## config.mk

```make
export PLATFORM = sky130hd
export DESIGN_NAME = rhs_host
export DESIGN_NICKNAME = d
export VERILOG_FILES = /design/src/pkg/rhs_pkg.sv /design/src/logic/rhs_sync.sv /design/src/logic/rhs_shifter.sv /design/src/logic/rhs_host.sv
export SDC_FILE = /design/constraint.sdc
export NUM_CORES = 1
export LEC_CHECK = 0
export BUFFER_PORTS_ARGS = -buffer_cell sky130_fd_sc_hd__buf_2
export CELL_PAD_IN_SITES_DETAIL_PLACEMENT = 0
export CELL_PAD_IN_SITES_GLOBAL_PLACEMENT = 2
export CORE_MARGIN = 3
export CORE_UTILIZATION = 30
export DETAILED_ROUTE_END_ITERATION = 8
export PLACE_DENSITY_LB_ADDON = 0.1
export SYNTH_ARGS = -nofsm -noshare
export SYNTH_HDL_FRONTEND = slang
export SYNTH_SLANG_ARGS = --single-unit
```

## constraint.sdc

```tcl
create_clock -name clk_i -period 3 [get_ports clk_i]
set_clock_uncertainty 0.2 [all_clocks]
set_input_delay 0.3 -clock clk_i [delete_from_list [all_inputs] [get_ports clk_i]]
set_output_delay 0.3 -clock clk_i [all_outputs]
set_load 0.005 [all_outputs]
```

## src/pkg/rhs_pkg.sv

```systemverilog
// constants, types and helpers shared by the reader host serial controller
//
// Contract
// - host reads fifo status, then fifo data
// - fifo interrupts repeat until receive complete
// - host clears fifo with reset command first
// - host writes length bytes then fifo continuously
// - host checks status and tops up fifo
// - host follows status read with dummy read
// - dummy read: start, 0x6C, two reads, stop
// - no select: data rise, clock high starts
// - no select: data changes while clock low
// - every word eight bits, msb first
// - select high holds reset and ends transfer
// - host holds data static during read phase
package rhs_pkg;

  // timing of the serial clock made by this end
  localparam int CLK_PERIOD_NS = 100;                 // system clock period
  localparam int SCLK_HALF_NS  = 400;                 // least half period of sclk
  localparam int HALF_CYC      = (SCLK_HALF_NS + CLK_PERIOD_NS - 1) / CLK_PERIOD_NS;
  localparam logic [2:0] HALF_LAST = 3'(HALF_CYC - 1); // last count of a half period

  // wishbone byte addresses of the controller registers
  localparam logic [7:0] ADR_CTRL    = 8'h00;         // mode and auto service enable
  localparam logic [7:0] ADR_OP      = 8'h04;         // link operation launch
  localparam logic [7:0] ADR_STATUS  = 8'h08;         // engine state
  localparam logic [7:0] ADR_RXDATA  = 8'h0C;         // last byte read by software op
  localparam logic [7:0] ADR_IRQSTAT = 8'h10;         // interrupt status caught by service

  // control register fields
  localparam int CTRL_NO_SS = 0;                      // 1: spi without slave select
  localparam int CTRL_AUTO  = 1;                      // 1: service interrupt pin alone
  localparam logic [1:0] CTRL_RESET = 2'h0;           // reset value of control bits

  // operation register fields
  localparam int OP_CODE_LSB = 8;                     // op code sits in bits 9:8

  // status register fields
  localparam int STS_BUSY    = 0;                     // op pending or running
  localparam int STS_IRQ     = 1;                     // synchronised interrupt pin
  localparam int STS_FRAME   = 2;                     // software link frame open
  localparam int STS_IRQ_NEW = 3;                     // fresh interrupt status captured
  localparam int STS_RX_NEW  = 4;                     // fresh read byte available

  // device register map reached over the link
  localparam logic [4:0] DEV_IRQ_STATUS  = 5'h0C;     // interrupt_status
  localparam logic [4:0] DEV_IRQ_MASK    = 5'h0D;     // collision_position_irq_mask
  localparam logic [4:0] DEV_FIFO_STATUS = 5'h1C;     // fifo_level_status
  localparam logic [4:0] DEV_TX_LEN_HIGH = 5'h1D;     // tx_length_high
  localparam logic [4:0] DEV_TX_LEN_LOW  = 5'h1E;     // tx_length_low_broken
  localparam logic [4:0] DEV_FIFO_DATA   = 5'h1F;     // fifo_data_port

  // address word layout and command codes
  localparam int AW_CMD  = 7;                         // 1: command word
  localparam int AW_READ = 6;                         // 1: read
  localparam int AW_CONT = 5;                         // 1: continuous address
  localparam logic [7:0] CMD_FIFO_RESET = 8'h0F;      // fifo reset command code

  // device interrupt status bit positions
  localparam int IRQ_TX_BIT  = 7;                     // transmit flag
  localparam int IRQ_SOF_BIT = 6;                     // receive start flag

  // one link operation
  typedef enum logic [1:0] {
    OP_START = 2'h0,
    OP_WRITE = 2'h1,
    OP_READ  = 2'h2,
    OP_STOP  = 2'h3
  } rhs_op_type;

  typedef struct packed {
    rhs_op_type op;                                   // what to do
    logic [7:0] data;                                 // byte to send
  } rhs_req_type;

  // link engine states
  typedef enum logic [4:0] {
    ST_IDLE = 5'h01,
    ST_LOW  = 5'h02,
    ST_HIGH = 5'h04,
    ST_DLM  = 5'h08,
    ST_DONE = 5'h10
  } rhs_state_type;

  // builds an address word for register access
  function automatic logic [7:0] rhs_addr_word(input logic rd, input logic cont, input logic [4:0] adr);
    rhs_addr_word = {1'b0, rd, cont, adr};
  endfunction

endpackage

```

## src/logic/rhs_sync.sv

```systemverilog
// two flip-flop synchroniser for pins entering the clock domain
`timescale 1ns/100ps
`default_nettype none
module rhs_sync (
  input  wire logic       clk_i,  // system clock
  input  wire logic       rst_i,  // synchronous reset, active high
  input  wire logic [1:0] pin_i,  // asynchronous pins
  output logic      [1:0] sync_o  // synchronised levels
);

  logic [1:0] meta;               // first stage, read only by second

  // two stages, reset to low
  always_ff @(posedge clk_i) begin
    if (rst_i) begin
      meta   <= 2'h0;
      sync_o <= 2'h0;
    end else begin
      meta   <= pin_i;
      sync_o <= meta;
    end
  end

endmodule // rhs_sync
`default_nettype wire

```

## src/logic/rhs_shifter.sv

```systemverilog
// byte shift register, msb out first, sampled bit in at the bottom
`timescale 1ns/100ps
`default_nettype none
module rhs_shifter (
  input  wire logic       clk_i,   // system clock
  input  wire logic       rst_i,   // synchronous reset, active high
  input  wire logic       load_i,  // load a new byte
  input  wire logic [7:0] data_i,  // byte to load
  input  wire logic       shift_i, // shift one place
  input  wire logic       bit_i,   // bit shifted in
  output logic      [7:0] data_o   // current contents
);

  // load wins over shift
  always_ff @(posedge clk_i) begin
    if (rst_i) begin
      data_o <= 8'h00;
    end else if (load_i) begin
      data_o <= data_i;
    end else if (shift_i) begin
      data_o <= {data_o[6:0], bit_i};
    end
  end

endmodule // rhs_shifter
`default_nettype wire

```

## src/logic/rhs_host.sv

```systemverilog
// host controller for the reader serial port, with a wishbone register slave
//
// The Wishbone interface to the registers was left to the implementer.
`timescale 1ns/100ps
`default_nettype none
module rhs_host
  import rhs_pkg::*;
(
  input  wire logic        clk_i,     // system clock, 10 MHz
  input  wire logic        rst_i,     // synchronous reset, active high
  input  wire logic        wb_cyc_i,  // wishbone cycle
  input  wire logic        wb_stb_i,  // wishbone strobe
  input  wire logic        wb_we_i,   // wishbone write enable
  input  wire logic [7:0]  wb_adr_i,  // wishbone byte address
  input  wire logic [31:0] wb_dat_i,  // wishbone write data
  input  wire logic [3:0]  wb_sel_i,  // wishbone byte selects
  output logic      [31:0] wb_dat_o,  // wishbone read data
  output logic             wb_ack_o,  // wishbone acknowledge
  output logic             sclk_o,    // serial clock to reader
  output logic             mosi_o,    // serial data to reader
  output logic             ss_n_o,    // slave select, active low
  input  wire logic        miso_i,    // serial data from reader
  input  wire logic        irq_i      // interrupt request from reader
);

  // ---------------------------------------------------------------
  // pin synchronisation
  // ---------------------------------------------------------------
  logic [1:0] pins_s;                 // synchronised miso and irq
  wire        miso_s = pins_s[0];     // sampled read data
  wire        irq_s  = pins_s[1];     // interrupt level

  rhs_sync u_sync (
    .clk_i  (clk_i),
    .rst_i  (rst_i),
    .pin_i  ({irq_i, miso_i}),
    .sync_o (pins_s)
  );

  // ---------------------------------------------------------------
  // registers and state
  // ---------------------------------------------------------------
  logic [1:0]    ctrl;                // control bits
  logic [9:0]    op_reg;              // last op written
  logic          sw_pend;             // software op waiting
  logic [7:0]    rx_data;             // last software read byte
  logic [7:0]    irq_stat;            // captured interrupt status
  logic          irq_new;             // sticky: new status captured
  logic          rx_new;              // sticky: new read byte
  logic          frame_open;          // software start sent, stop not yet
  rhs_state_type state;               // engine state
  logic [2:0]    hcnt;                // half period timer
  logic [2:0]    bitn;                // bit or delimiter step
  rhs_req_type   cur;                 // op in progress
  logic          svc_active;          // interrupt service running
  logic [2:0]    svc_step;            // service sequence step
  logic          svc_armed;           // pin must fall before next service
  logic [7:0]    shreg;               // shift register contents, read by capture and engine

  // ---------------------------------------------------------------
  // wishbone decode
  // ---------------------------------------------------------------
  wire req      = wb_cyc_i & wb_stb_i;            // request present
  wire acc      = req & wb_ack_o;                 // access takes effect now
  wire wr       = acc & wb_we_i;                  // write edge
  wire rd       = acc & ~wb_we_i;                 // read edge
  wire hit_ctrl = wb_adr_i == ADR_CTRL;           // control selected
  wire hit_op   = wb_adr_i == ADR_OP;             // op selected
  wire hit_sts  = wb_adr_i == ADR_STATUS;         // status selected
  wire hit_rx   = wb_adr_i == ADR_RXDATA;         // read byte selected
  wire hit_irq  = wb_adr_i == ADR_IRQSTAT;        // irq status selected
  wire no_ss    = ctrl[CTRL_NO_SS];               // mode without select
  wire busy     = sw_pend | svc_active | (state != ST_IDLE);

  // op launch only while idle, both low lanes selected
  wire op_wr    = wr & hit_op & wb_sel_i[0] & wb_sel_i[1] & ~busy;

  logic [4:0] sts_bits;               // status register contents
  assign sts_bits = {rx_new, irq_new, frame_open, irq_s, busy};

  // read multiplexer, unmapped reads zero
  logic [31:0] rd_mux;
  assign rd_mux = hit_ctrl ? {30'h0, ctrl}     :
                  hit_op   ? {22'h0, op_reg}   :
                  hit_sts  ? {27'h0, sts_bits} :
                  hit_rx   ? {24'h0, rx_data}  :
                  hit_irq  ? {24'h0, irq_stat} : 32'h0;

  // ack one cycle after request, dropped the cycle after
  always_ff @(posedge clk_i) begin
    if (rst_i) begin
      wb_ack_o <= 1'b0;
      wb_dat_o <= 32'h0;
    end else begin
      wb_ack_o <= req & ~wb_ack_o;
      wb_dat_o <= rd_mux;
    end
  end

  // control register: mode select stands in for the strap choice
  always_ff @(posedge clk_i) begin
    if (rst_i) begin
      ctrl <= CTRL_RESET;
    end else if (wr & hit_ctrl & wb_sel_i[0] & ~busy) begin
      ctrl <= wb_dat_i[1:0];
    end
  end

  // ---------------------------------------------------------------
  // op source selection
  // ---------------------------------------------------------------
  wire idle    = state == ST_IDLE;
  wire svc_go  = svc_active & idle;                // service op issue
  wire sw_go   = sw_pend & ~svc_active & idle;     // software op issue
  wire eng_go  = svc_go | sw_go;                   // engine takes an op
  wire eng_done = state == ST_DONE;                // op finished this cycle

  // service sequence: status read with trailing dummy read
  rhs_req_type svc_req;
  assign svc_req.op   = (svc_step == 3'h0) ? OP_START :
                        (svc_step == 3'h1) ? OP_WRITE :
                        (svc_step == 3'h4) ? OP_STOP  : OP_READ;
  assign svc_req.data = rhs_addr_word(1'b1, 1'b1, DEV_IRQ_STATUS);

  // software op from the op register
  rhs_req_type sw_req;
  assign sw_req.op   = rhs_op_type'(op_reg[OP_CODE_LSB +: 2]);
  assign sw_req.data = op_reg[7:0];

  rhs_req_type next_req;
  assign next_req = svc_go ? svc_req : sw_req;

  // op register and pending flag; software builds reset and load frames
  always_ff @(posedge clk_i) begin
    if (rst_i) begin
      op_reg  <= 10'h000;
      sw_pend <= 1'b0;
    end else if (op_wr) begin
      op_reg  <= wb_dat_i[9:0];
      sw_pend <= 1'b1;
    end else if (sw_go) begin
      sw_pend <= 1'b0;
    end
  end

  // ---------------------------------------------------------------
  // automatic interrupt service
  // ---------------------------------------------------------------
  wire svc_start = ctrl[CTRL_AUTO] & irq_s & svc_armed & ~svc_active
                   & ~sw_pend & ~frame_open & idle;

  // walk start, address, status byte, dummy byte, stop
  always_ff @(posedge clk_i) begin
    if (rst_i) begin
      svc_active <= 1'b0;
      svc_step   <= 3'h0;
      svc_armed  <= 1'b1;
    end else if (svc_start) begin
      svc_active <= 1'b1;
      svc_step   <= 3'h0;
      svc_armed  <= 1'b0;
    end else begin
      if (svc_active & eng_done) begin
        svc_step   <= svc_step + 3'h1;
        svc_active <= svc_step != 3'h4;
      end
      if (~svc_active & ~irq_s) begin
        svc_armed <= 1'b1;
      end
    end
  end

  // ---------------------------------------------------------------
  // captured bytes and sticky flags; set wins over read clear
  // ---------------------------------------------------------------
  wire cap_irq = svc_active & eng_done & (svc_step == 3'h2);
  wire cap_rx  = ~svc_active & eng_done & (cur.op == OP_READ);

  always_ff @(posedge clk_i) begin
    if (rst_i) begin
      irq_stat <= 8'h00;
      irq_new  <= 1'b0;
    end else if (cap_irq) begin
      irq_stat <= shreg;
      irq_new  <= 1'b1;
    end else if (rd & hit_irq) begin
      irq_new  <= 1'b0;
    end
  end

  always_ff @(posedge clk_i) begin
    if (rst_i) begin
      rx_data <= 8'h00;
      rx_new  <= 1'b0;
    end else if (cap_rx) begin
      rx_data <= shreg;
      rx_new  <= 1'b1;
    end else if (rd & hit_rx) begin
      rx_new  <= 1'b0;
    end
  end

  // frame tracking keeps the service out of a software frame
  always_ff @(posedge clk_i) begin
    if (rst_i) begin
      frame_open <= 1'b0;
    end else if (eng_done & (cur.op == OP_START)) begin
      frame_open <= ~svc_active;
    end else if (eng_done & (cur.op == OP_STOP)) begin
      frame_open <= 1'b0;
    end
  end

  // ---------------------------------------------------------------
  // byte shifter
  // ---------------------------------------------------------------
  wire half_done = hcnt == HALF_LAST;               // half period over
  wire is_read   = cur.op == OP_READ;               // read phase
  wire bit_edge  = (state == ST_HIGH) & half_done;  // falling edge next
  wire [7:0] load_byte = (next_req.op == OP_READ) ? 8'h00 : next_req.data;

  rhs_shifter u_shift (
    .clk_i   (clk_i),
    .rst_i   (rst_i),
    .load_i  (eng_go),
    .data_i  (load_byte),
    .shift_i (bit_edge),
    .bit_i   (miso_s),
    .data_o  (shreg)
  );

  // ---------------------------------------------------------------
  // delimiter levels: start is a data rise, stop a data fall
  // ---------------------------------------------------------------
  wire dlm_first = cur.op == OP_STOP;              // data level before edge
  wire dlm_last  = cur.op == OP_START;             // data level after edge

  // ---------------------------------------------------------------
  // half period timer
  // ---------------------------------------------------------------
  always_ff @(posedge clk_i) begin
    if (rst_i | eng_go | half_done) begin
      hcnt <= 3'h0;
    end else if (~idle) begin
      hcnt <= hcnt + 3'h1;
    end
  end

  // ---------------------------------------------------------------
  // link engine
  // ---------------------------------------------------------------
  always_ff @(posedge clk_i) begin
    if (rst_i) begin
      state  <= ST_IDLE;
      bitn   <= 3'h0;
      cur    <= '0;
      sclk_o <= 1'b0;
      mosi_o <= 1'b0;
      ss_n_o <= 1'b1;
    end else begin
      case (state)
        ST_IDLE: begin
          if (eng_go) begin
            cur  <= next_req;
            bitn <= 3'h0;
            if ((next_req.op == OP_START) | (next_req.op == OP_STOP)) begin
              state <= ST_DLM;
              if (no_ss) begin
                mosi_o <= next_req.op == OP_STOP;
              end else begin
                ss_n_o <= next_req.op == OP_STOP;
              end
            end else begin
              state  <= ST_LOW;
              mosi_o <= load_byte[7];
            end
          end
        end
        ST_LOW: begin
          if (half_done) begin
            sclk_o <= 1'b1;                       // device samples here
            state  <= ST_HIGH;
          end
        end
        ST_HIGH: begin
          if (half_done) begin
            sclk_o <= 1'b0;
            if (bitn == 3'h7) begin
              state <= ST_DONE;
            end else begin
              bitn   <= bitn + 3'h1;
              mosi_o <= ~is_read & shreg[6];
              state  <= ST_LOW;
            end
          end
        end
        ST_DLM: begin
          if (half_done) begin
            if (~no_ss | (bitn == 3'h3)) begin
              sclk_o <= 1'b0;
              state  <= ST_DONE;
            end else begin
              bitn <= bitn + 3'h1;
              case (bitn)
                3'h0: begin
                  sclk_o <= 1'b1;                 // clock high first
                end
                3'h1: begin
                  mosi_o <= dlm_last;
                end
                default: begin
                  sclk_o <= 1'b0;
                end
              endcase
            end
          end
        end
        ST_DONE: begin
          state <= ST_IDLE;
        end
        default: begin
          state <= ST_IDLE;
        end
      endcase
    end
  end

  // dlm_first drives nothing; the first delimiter level comes from next_req.op
  wire unused_dlm = dlm_first;

endmodule // rhs_host
`default_nettype wire

```

==> results of run 1 <==
[worst max-delay path, delay by kind of cell, from the launching register on]
family | cells | cell delay (ns)
muxes | 1 | 0.22
adders and majority gates | 1 | 0.32
DFF | 1 | 0.42
buffers and inverters | 1 | 0.07
and+or+nand+nor | 3 | 0.69
AOI/OAI and AO/OA | 3 | 0.70
[cell usage after synthesis, types with 4 or more instances]
cell | n | area share (%)
a21o_1 | 4 | 0.80
a21oi_1 | 16 | 2.1
a221oi_1 | 4 | 0.93
a22oi_1 | 5 | 0.99
and2_1 | 6 | 0.99
buf_2 | 7 | 0.93
buf_4 | 23 | 4.6
clkbuf_1 | 11 | 1.1
dfxtp_1 | 76 | 40
ha_1 | 13 | 4.3
inv_1 | 12 | 1.2
mux2i_1 | 30 | 8.0
nand2_1 | 23 | 2.3
nand2b_1 | 5 | 0.83
nand3_1 | 12 | 1.6
nor2_1 | 59 | 5.9
nor2b_1 | 10 | 1.7
nor3_1 | 19 | 2.5
o21ai_0 | 13 | 1.7
o31a_1 | 4 | 0.93
or2_2 | 4 | 0.66
[power breakdown]
group          internal [W]  switching (W)
Clock              0.000598       0.000408
Combinational      0.000150       0.000254
Sequential          0.00103      0.0000296
Total               0.00178       0.000692
[per-stage QoR]
step	cell area, sq um	instances	hold slack [ns]	setup WS, ns
after detailed placement	4110	628	0.222	0.201
after global placement	4110	628	0.225	0.256
after CTS	4490	654	0.00221	0.176
after global routing	4510	655	0.0480	0.0847
after floorplan	3850	448	0.214	0.448
final	4510	655	0.0127	0.293
[metal layers]
metal,global-route usage (%),up-vias
li1,-,1580
met1,21.7,1489
met2,23.1,70
met3,4.21,11
met4,4.62,0
met5,0,-
[final timing paths]
kind / slack, ns / start / cells past startpoint / end
worst max-delay path: 0.29 / state[2] / 9 / mosi_o
worst min-delay path: 0.01 / wb_dat_i[4] / 3 / op_reg[4]
worst max register to register: 0.29 / state[2] / 9 / mosi_o
worst min register to register: 0.23 / u_sync.meta[1] / 1 / u_sync.sync_o[1]
[cell families (layout without fill, tap and decap cells)]
| group | count (synthesis) | count (layout) |
|---|---|---|
| DFF | 76 | 76 |
| adders and majority gates | 13 | 13 |
| and+or+nand+nor | 167 | 167 |
| other | 1 | 22 |
| xor gates and xnor gates | 4 | 4 |
| buffers and inverters | 55 | 94 |
| muxes | 31 | 31 |
| AOI/OAI and AO/OA | 80 | 80 |
[final cells by class]
type	count	area, sq um
fillers	1286	7660
multi-input cells	317	2030
flip-flops and latches	76	1520
repair buffers	67	430
clock buffers	13	260
well taps	168	210
inverters	12	45.0
clock inverters	2	10.0
[what timing repair did]
action,CTS,global route
setup endpoints to repair,0,1
setup buffers,0,1
hold endpoints to repair,10,0
gates resized for setup,0,1
hold buffers,11,0
==> summary.md, run 1 <==
| Metric | Value |
|---|---|
| CTS H-Tree Depth | 3 |
| Clk buf depth | 2 |
| Core area | 0.0122 sq mm |
| Met2 WL post-DR | 4590 um |
| CTS buffer count | 9 |
| Antenna Nets Post-Route | 0 |
| Vias in the first global route | 3119 |
| Compound-Gate Fraction of Synth Area | 14.9% |
| Top FF cell, synth | dfxtp_1 |
| WL met1 | 5310 um |
| Minimum clock period | 2.71 ns |
| Slew Limit Headroom | roughly three fifths |
| Leak | 1.97 nW |
| Critical path class | reg2reg |
| Syn Inst Count | around 430 |
| DR DRC count | 0 |
| Worst-Skew Late Latency | 0.34 ns |
| Fmax | 369 MHz |
| Initial core utilization | 31.0% |
| Multiplexer area fraction after synthesis | 8.55% |
| Crit. End Element | flip-flop |
| Flops & latches, synth | 76 |
| Period utilization | ~90% |
| Site row count | 40 |
| Distinct cells, synth | 60 |
| Max-slew violation count | 0 |
| Outcome | finished, final reports clean |
| VDD IR max | 0.235 mV |
| Worst path cell trace | nor2_2, nand2_1, mux2i_1, inv_1, ha_1, nand4b_1, o221ai_2, o41a_1, a311oi_1 |
| Final nets | 547 |
| Area of the mapped netlist | approximately 0.0038 sq mm |
| Ys Warns | 0 |
| WL per Instance | 16.0 um |
| Xor-xnor portion of the synthesized cell area | 0.928% |
| DR WL met3 | around 480 um |
| GRT Residual Overflow | 0 |
| Main combinational cell family by area after synthesis | simple AND/OR/NAND/NOR gates |
| Post-synth EDFFs | 0 |
| CTS tree | built |
| # IOs | 87 |
| Reg clk slew, reported paths | 0.06 ns |
| Die Y | 118 um |
| Share of layout cells above drive strength 1 | 17.5% |
| Area Growth Syn to Fin | 19.4% |
| Avg Cell Area, Syn | roughly 8.8 sq um |
| Asr flop ratio synth | 0% |
| Crit start category | flip-flop |
| Highest Signal Layer | met4 |
| Power Total | around 0.0025 W |
| Endpoints failing setup | 0 |
| WP data required | 3.05 ns |
| Power Density | 549 mW/mm^2 |
| Global-route wire length before repair | 16900 um |
| Total wire length | ~11000 um |
| Placer Congestion | 0.764 |
| Port Buf Inserts | 40 |
| Initial antenna violation count | 0 |
| Tightest Hold Check Type | in2reg |
| Commonest non-fill, non-tap cell in the layout | dfxtp_1 |
| Post-Synth Adder-Cell Area | 4.31% |
| Total die area | 0.0140 sq mm |
| Post-layout util | 37.0% |
| Final hold violations | 0 |
| Die extent in x | 118 um |
| All-Layer GR Usage | 15.4% |
| Worst slew pin tran | roughly 0.63 ns |
| RSZ-0062 raised after global routing | no |
| Max Cap Viol | 0 |
| Clock Tree Root | clkbuf_16 |
| Commonest non-fill, non-tap cells in the layout | dfxtp_1 (76), nor2_1 (59), buf_2 (40) |
| Post-Synth Simple-Gate Area | a little under a quarter |
| Vias | 3150 |
| Total negative slack | 0 ns |
| Largest net degree at the start of global routing | 53 |
| CP max stage delay | 0.42 ns |
| CTS Sinks | 76 |
| Post-DP HPWL | about 7500 um |
| Vias/cell | 4.81 |
| Worst path slowest cell | dfxtp_1 |
| Sequential share of the synthesized area | between 40% and 50% |
| TritonRoute pass-1 iters | 4 |
| DR iter-0 viols | 152 |
| Worst EP arrival | 2.75 ns |
| Worst Path Max Fanout | 9 |
| Antenna diode count | 0 |
(Power assumes the default switching activity.)
==> inputs of run 2 (changes only) <==
--- a/config.mk
+++ b/config.mk
@@ -11,7 +11,9 @@
 export CORE_MARGIN = 3
 export CORE_UTILIZATION = 30
 export DETAILED_ROUTE_END_ITERATION = 8
+export HOLD_SLACK_MARGIN = 0.02
 export PLACE_DENSITY_LB_ADDON = 0.1
+export REMOVE_ABC_BUFFERS = 1
 export SYNTH_ARGS = -nofsm -noshare
 export SYNTH_HDL_FRONTEND = slang
 export SYNTH_SLANG_ARGS = --single-unit
==> run 2 against run 1 <==
Compared with the run above:
- routed wire length is 2.1% lower
- design area is 1.6% higher
- first-iteration DRC count is 9.2% higher
- non-clock buffer count is 3 higher
- critical path depth is 2 higher
- worst hold slack better by 0.080 ns
- worst setup slack better by 0.031 ns
- utilization is 0.58 points higher
- via count is 0.16% lower
- sequential cell count stayed put
- combinational power is 8.2% higher
- fmax is 1.1% higher
- highest routed layer unchanged
==> summary.md, run 2 (synthesized netlist as in run 1, its figures left out) <==
| Metric | Value |
|---|---|
| Outcome | finished, final reports clean |
| Logic gate share of total power | approximately 17% |
| Vias in the first global route | 2979 |
| Minimum clock period | 2.68 ns |
| Commonest non-fill, non-tap cell in the layout | dfxtp_1 |
| Total negative slack | 0 ns |
| GRT Residual Overflow | 0 |
| Clock Power Share | 42.9% |
| Worst slew pin tran | 0.574 ns |
| Sw frac | roughly 28% |
| Antenna Nets Post-Route | 0 |
| Placer Congestion | around 0.74 |
| WP data required | 3.04 ns |
| Clk buf depth | 2 |
| Hold Startpoint | wb_adr_i[4] |
| Site row count | 40 |
| Initial core utilization | 31.0% |
| VDD IR max | 0.251 mV |
| Final hold violations | 0 |
| Slew Limit Headroom | 61.6% |
| Leak | approximately 2 nW |
| Tightest Hold Check Type | in2reg |
| Vias/cell | between 4 and 5 |
| DR DRC count | 0 |
| Worst-Skew Late Latency | 0.33 ns |
| Area Growth Syn to Fin | 21.3% |
| Antenna diode count | 0 |
| Worst EP arrival | 2.72 ns |
| All-Layer GR Usage | 14.8% |
| Total die area | 0.0140 sq mm |
| Worst Path Max Fanout | 5 |
| Final nets | 550 |
| Crit. End Element | flip-flop |
| CTS tree | built |
| Max-slew violation count | 0 |
| Max Cap Viol | 0 |
| Commonest non-fill, non-tap cells in the layout | dfxtp_1 (76), nor2_1 (59), buf_2 (40) |
| RSZ-0062 raised after global routing | no |
| Post-layout util | 37.6% |
| Core area | ~0.012 sq mm |
| Global-route wire length before repair | roughly 16000 um |
| Crit. Startpoint | svc_step[1] |
| Sequential Power Share | 40.3% |
| Crit start category | flip-flop |
| Clock Tree Root | clkbuf_16 |
| Die extent in x | 118 um |
| Largest net degree at the start of global routing | 52 |
| Vias | 3145 |
| Port Buf Inserts | 40 |
| Power Density | 568 mW/mm^2 |
| Endpoints failing setup | 0 |
| Post-DP HPWL | 7260 um |
| Initial antenna violation count | 0 |
| Int Pwr | 0.00187 W |
| CTS H-Tree Depth | 3 |
| Worst R2R Start | svc_step[1] |
| DR iter-0 viols | approximately 170 |
| # IOs | 87 |
| TritonRoute pass-1 iters | 4 |
| P_sw | 0.000734 W |
| Fillers | 1269 |
| Fmax | 374 MHz |
| CTS buffer count | 9 |
| WL per Instance | 15.6 um |
| Total wire length | 10300 um |
| Reg clk slew, reported paths | 0.06 ns |
| Critical path class | reg2reg |
| Share of layout cells above drive strength 1 | 17.9% |
| Die Y | 118 um |
| Period utilization | 89.2% |
| CTS Sinks | 76 |
run 2: cell count changes in the layout (fill, tap and decap cells not counted), sizes merged:
cell | before | now
dlygate4sd3 | 11 | 14
inv | 12 | 13
clkinvlp | 0 | 2
clkbuf | 13 | 10
bufinv | 0 | 1
run 2: final timing paths:
check / slack, ns / endpoint / depth (start not counted)
worst min-delay path: 0.09 / wb_dat_o[1] / 3
worst max-delay path: 0.32 / mosi_o / 11
worst max register to register: 0.32 / mosi_o / 11
worst min register to register: 0.24 / u_sync.sync_o[1] / 1
run 2: worst max-delay path: stages (launching register included):
cell and delay, ns:
dfxtp_1 0.40, inv_1 0.08, ha_1 0.21, nor3b_1 0.19, a21oi_1 0.06, mux2i_1 0.17, inv_1 0.06, ha_1 0.31
nand4b_1 0.19, o221ai_2 0.14, o41a_1 0.32, a311oi_1 0.24
run 2: area by class of cell:
class | instances | area, sq um | share of cell area (%)
well taps | 168 | 210 | 4.59
clock buffers | 10 | 239 | 5.22
inverters | 12 | 45.0 | 0.984
multi-input cells | 317 | 2030 | 44.3
clock inverters | 6 | 71.3 | 1.56
repair buffers | 70 | 460 | 10.1
flip-flops and latches | 76 | 1520 | 33.3
run 2: metal layers:
metal  share of wire (%)  global-route usage, %  up-vias
met3                 3.6                   3.35       10
met1                  47                   18.8     1484
li1                    -                      -     1589
met2                  48                   24.8       62
met4                 1.5                   5.05        0
met5                   0                      0        -
run 2: repair_timing:
action	CTS	global route
hold buffers	14	0
endpoints found under the hold margin	14	0
buffers inserted	0	1
endpoints found under the setup margin	0	1
gates resized for setup	0	1
run 2: power by group through the flow:
stage	clock network (W)	registers (W)	logic, W
CTS	0.00116	0.00105	0.000438
global placement	0	0.00107	0.000419
detailed placement	0	0.00107	0.000422
global route	0.00120	0.00105	0.000475
floorplan	0	0.00108	0.000224
finish	0.00111	0.00105	0.000437
run 2: metrics by stage:
stage / worst slack, ns / hold WS (ns) / std cells / power, W / cell area [sq um]
2_1_floorplan: 0.280 / 0.169 / 405 / 0.00131 / 3590
3_3_place_gp: 0.253 / 0.230 / 628 / 0.00149 / 4110
3_5_place_dp: 0.179 / 0.231 / 628 / 0.00149 / 4110
4_1_cts: 0.164 / 0.0760 / 658 / 0.00264 / 4560
5_1_grt: 0.0573 / 0.0984 / 659 / 0.00272 / 4580
6_report: 0.324 / 0.0929 / 659 / 0.00260 / 4580
==> inputs of run 3 (changes only) <==
--- a/config.mk
+++ b/config.mk
@@ -9,7 +9,7 @@
 export CELL_PAD_IN_SITES_DETAIL_PLACEMENT = 0
 export CELL_PAD_IN_SITES_GLOBAL_PLACEMENT = 2
 export CORE_MARGIN = 3
-export CORE_UTILIZATION = 30
+export CORE_UTILIZATION = 29
 export DETAILED_ROUTE_END_ITERATION = 8
 export HOLD_SLACK_MARGIN = 0.02
 export PLACE_DENSITY_LB_ADDON = 0.1
==> constraint.sdc (replaced) <==
create_clock -name clk_i -period 2.2 [get_ports clk_i]
set_clock_uncertainty 0.2 [all_clocks]
set_input_delay 0.22 -clock clk_i [delete_from_list [all_inputs] [get_ports clk_i]]
set_output_delay 0.22 -clock clk_i [all_outputs]
set_load 0.005 [all_outputs]
==> run 3 against run 2 <==
Compared with the run above:
- the run now ends with negative setup slack left
- utilization rose by 2.4 points
- die area rose by 3.3%
- critical path depth fell by 2
- fmax rose by 14%
- sequential cell count did not move
- register-to-register slack got worse by 0.48 ns
- non-clock buffer count rose by 43
- combinational power rose by 71%
- sequential share of layout area fell by 3.2 points
- sequential power rose by 36%
- clock-buffer cell count did not move
- via count rose by 5.8%
- critical endpoint unchanged
- largest power group is now sequential cells
==> summary.md, run 3 (synthesized netlist as in run 1, its figures left out) <==
| Metric | Value |
|---|---|
| Outcome | complete, but fails checks |
| Violated checks | negative setup slack |
| Max Cap Viol | 0 |
| Site row count | 41 |
| Final nets | 593 |
| Period utilization | 107% |
| P_sw | 0.00105 W |
| Worst R2R Start | state[4] |
| CTS buffer count | 9 |
| Commonest non-fill, non-tap cell in the layout | dfxtp_1 |
| Clock Tree Root | clkbuf_16 |
| WL per Instance | between 15 and 20 um |
| Power Density | 707 mW/mm^2 |
| Max-slew violation count | 0 |
| Critical path class | reg2reg |
| Clock Power Share | 39.3% |
| Post-Place Cells | 664 |
| Final hold violations | 0 |
| Die extent in x | 120 um |
| Antenna Nets Post-Route | 0 |
| Die Y | 120 um |
| Placer Congestion | 0.749 |
| Met2 WL post-DR | around 5300 um |
| FF-to-FF End | mosi_o |
| RSZ-0062 raised after global routing | yes |
| Highest Signal Layer | met5 |
| TritonRoute pass-1 iters | 4 |
| DR WL met3 | 442 um |
| Crit. Startpoint | state[4] |
| R2r worst-path depth | 9 |
| Fillers | ~1300 |
| Share of layout cells above drive strength 1 | 29.6% |
| Minimum clock period | between 2 and 2.5 ns |
| Crit start category | flip-flop |
| Endpoints failing setup | 2 |
| Layout Cells excl Fill | ~700 |
| Register area | 0.00153 sq mm |
| Initial antenna violation count | 1 |
| Multi-input logic area | roughly 0.0022 sq mm |
| # IOs | just under 90 |
| Int Pwr | roughly 0.0025 W |
| CP endpoint | mosi_o |
| Worst-Skew Late Latency | 0.34 ns |
| Crit. End Element | flip-flop |
| Sw frac | 29.2% |
| Vias in the first global route | 3164 |
| Initial core utilization | 29.8% |
| WP data required | 2.25 ns |
| Largest net degree at the start of global routing | 71 |
| VDD IR max | 0.353 mV |
| Fmax | 425 MHz |
| CTS Sinks | 76 |
| R2r setup slk | -0.15 ns |
| Tightest Hold Check Type | in2reg |
| Post-layout util | 40.0% |
| Logic gate share of total power | between 20% and 30% |
| DR DRC count | 0 |
| Commonest non-fill, non-tap cells in the layout | dfxtp_1 (72), nor2_1 (58), buf_4 (54) |
| Clk buf depth | 2 |
| Vias/cell | 4.71 |
| Worst path slowest cell | dfxtp_2 |
| Worst Path Max Fanout | 2 |
| Total die area | 0.0144 sq mm |
| Area Growth Syn to Fin | 34.4% |
| WL met1 | 4980 um |
| Reg clk slew, reported paths | 0.06 ns |
| Core area | around 0.013 sq mm |
| GRT Residual Overflow | 0 |
| Port Buf Inserts | 40 |
| Total wire length | 10800 um |
| CTS H-Tree Depth | 3 |
| Vias | 3328 |
| All-Layer GR Usage | 15.4% |
| DR iter-0 viols | 125 |
| CTS tree | built |
| Global-route wire length before repair | 16900 um |
| Leak | between 2 and 2.5 nW |
| Antenna diode count | 0 |
| Worst EP arrival | ~2.4 ns |
| Post-DP HPWL | 7760 um |
| Hold slack | approximately 0.089 ns |
| CP max stage delay | 0.33 ns |
| Setup WS post-layout | -0.152 ns |
| Sequential Power Share | 39.9% |
| Worst path cell trace | nor4bb_4, nand2_1, mux2i_2, inv_1, ha_4, nand4b_1, o221ai_2, o41a_1, a311oi_1 |
==> run 3: cell types whose count changed in the layout (fill, tap and decap cells not counted), moves of 3 or more <==
cell | previous run | this run
a21oi_1 | 16 | 13
a221oi_2 | 0 | 3
buf_4 | 16 | 54
a21oi_2 | 0 | 3
a221oi_1 | 4 | 1
dfxtp_1 | 76 | 72
nand2_1 | 23 | 20
dfxtp_2 | 0 | 4
==> run 3: per-layer routing <==
layer,GRT usage [%],vias to the layer above
li1,-,1677
met1,19.0,1587
met2,25.7,58
met3,5.47,4
met4,3.58,2
met5,0,-
==> run 3: per-stage QoR <==
stage / setup TNS (ns) / worst slack [ns] / instance area, sq um / total power (W)
after floorplan: -2.39 / -0.520 / 3590 / 0.00178
after global placement: -0.841 / -0.262 / 4370 / 0.00209
after detailed placement: -1.32 / -0.350 / 4370 / 0.00209
after CTS: -0.135 / -0.132 / 4930 / 0.00359
after global routing: -0.929 / -0.263 / 5070 / 0.00379
final: -0.157 / -0.152 / 5070 / 0.00359
==> run 3: worst max-delay path, delay by kind of cell (launching register included) <==
family | cells | cell delay [ns]
AOI/OAI and AO/OA | 3 | 0.64
muxes | 1 | 0.22
adders and majority gates | 1 | 0.23
buffers and inverters | 1 | 0.10
DFF | 1 | 0.33
and+or+nand+nor | 3 | 0.54
==> run 3: repair_timing <==
| action | 4_1_cts | 5_1_grt |
|---|---|---|
| gates resized for setup | 13 | 28 |
| hold buffers | 16 | 0 |
| hold endpoints to repair | 17 | 0 |
| buffers inserted | 9 | 3 |
| setup endpoints to repair | 12 | 23 |
| pin swaps | 7 | 15 |
==> run 3: how the worst min path moves through the flow <==
| stage | start | to | cells after the start |
|---|---|---|---|
| 2_1_floorplan | rst_i | cur[8] | 1 |
| 3_3_place_gp | u_sync.meta[0] | u_sync.sync_o[0] | 1 |
| 3_5_place_dp | u_sync.meta[1] | u_sync.sync_o[1] | 1 |
| 4_1_cts | wb_adr_i[3] | wb_dat_o[1] | 4 |
| 5_1_grt | wb_adr_i[3] | wb_dat_o[1] | 4 |
| 6_report | wb_adr_i[3] | wb_dat_o[1] | 4 |
==> run 3: layout make-up <==
cell class | instances | area share [%]
Multi-Input combinational cell | 317 | 43.2
Sequential cell | 76 | 30.1
Timing Repair Buffer | 113 | 15.9
Clock buffer | 10 | 4.71
Tap cell | 172 | 4.24
Clock inverter | 6 | 0.937
Inverter | 12 | 0.888
==> run 3: power groups by stage <==
| stage | clock [W] | sequential [W] | combinational (W) |
|---|---|---|---|
| 5_1_grt | 0.00153 | 0.00144 | 0.000821 |
| 4_1_cts | 0.00147 | 0.00143 | 0.000688 |
| 2_1_floorplan | 0 | 0.00148 | 0.000305 |
| 6_report | 0.00141 | 0.00143 | 0.000749 |
| 3_3_place_gp | 0 | 0.00146 | 0.000634 |
| 3_5_place_dp | 0 | 0.00146 | 0.000633 |
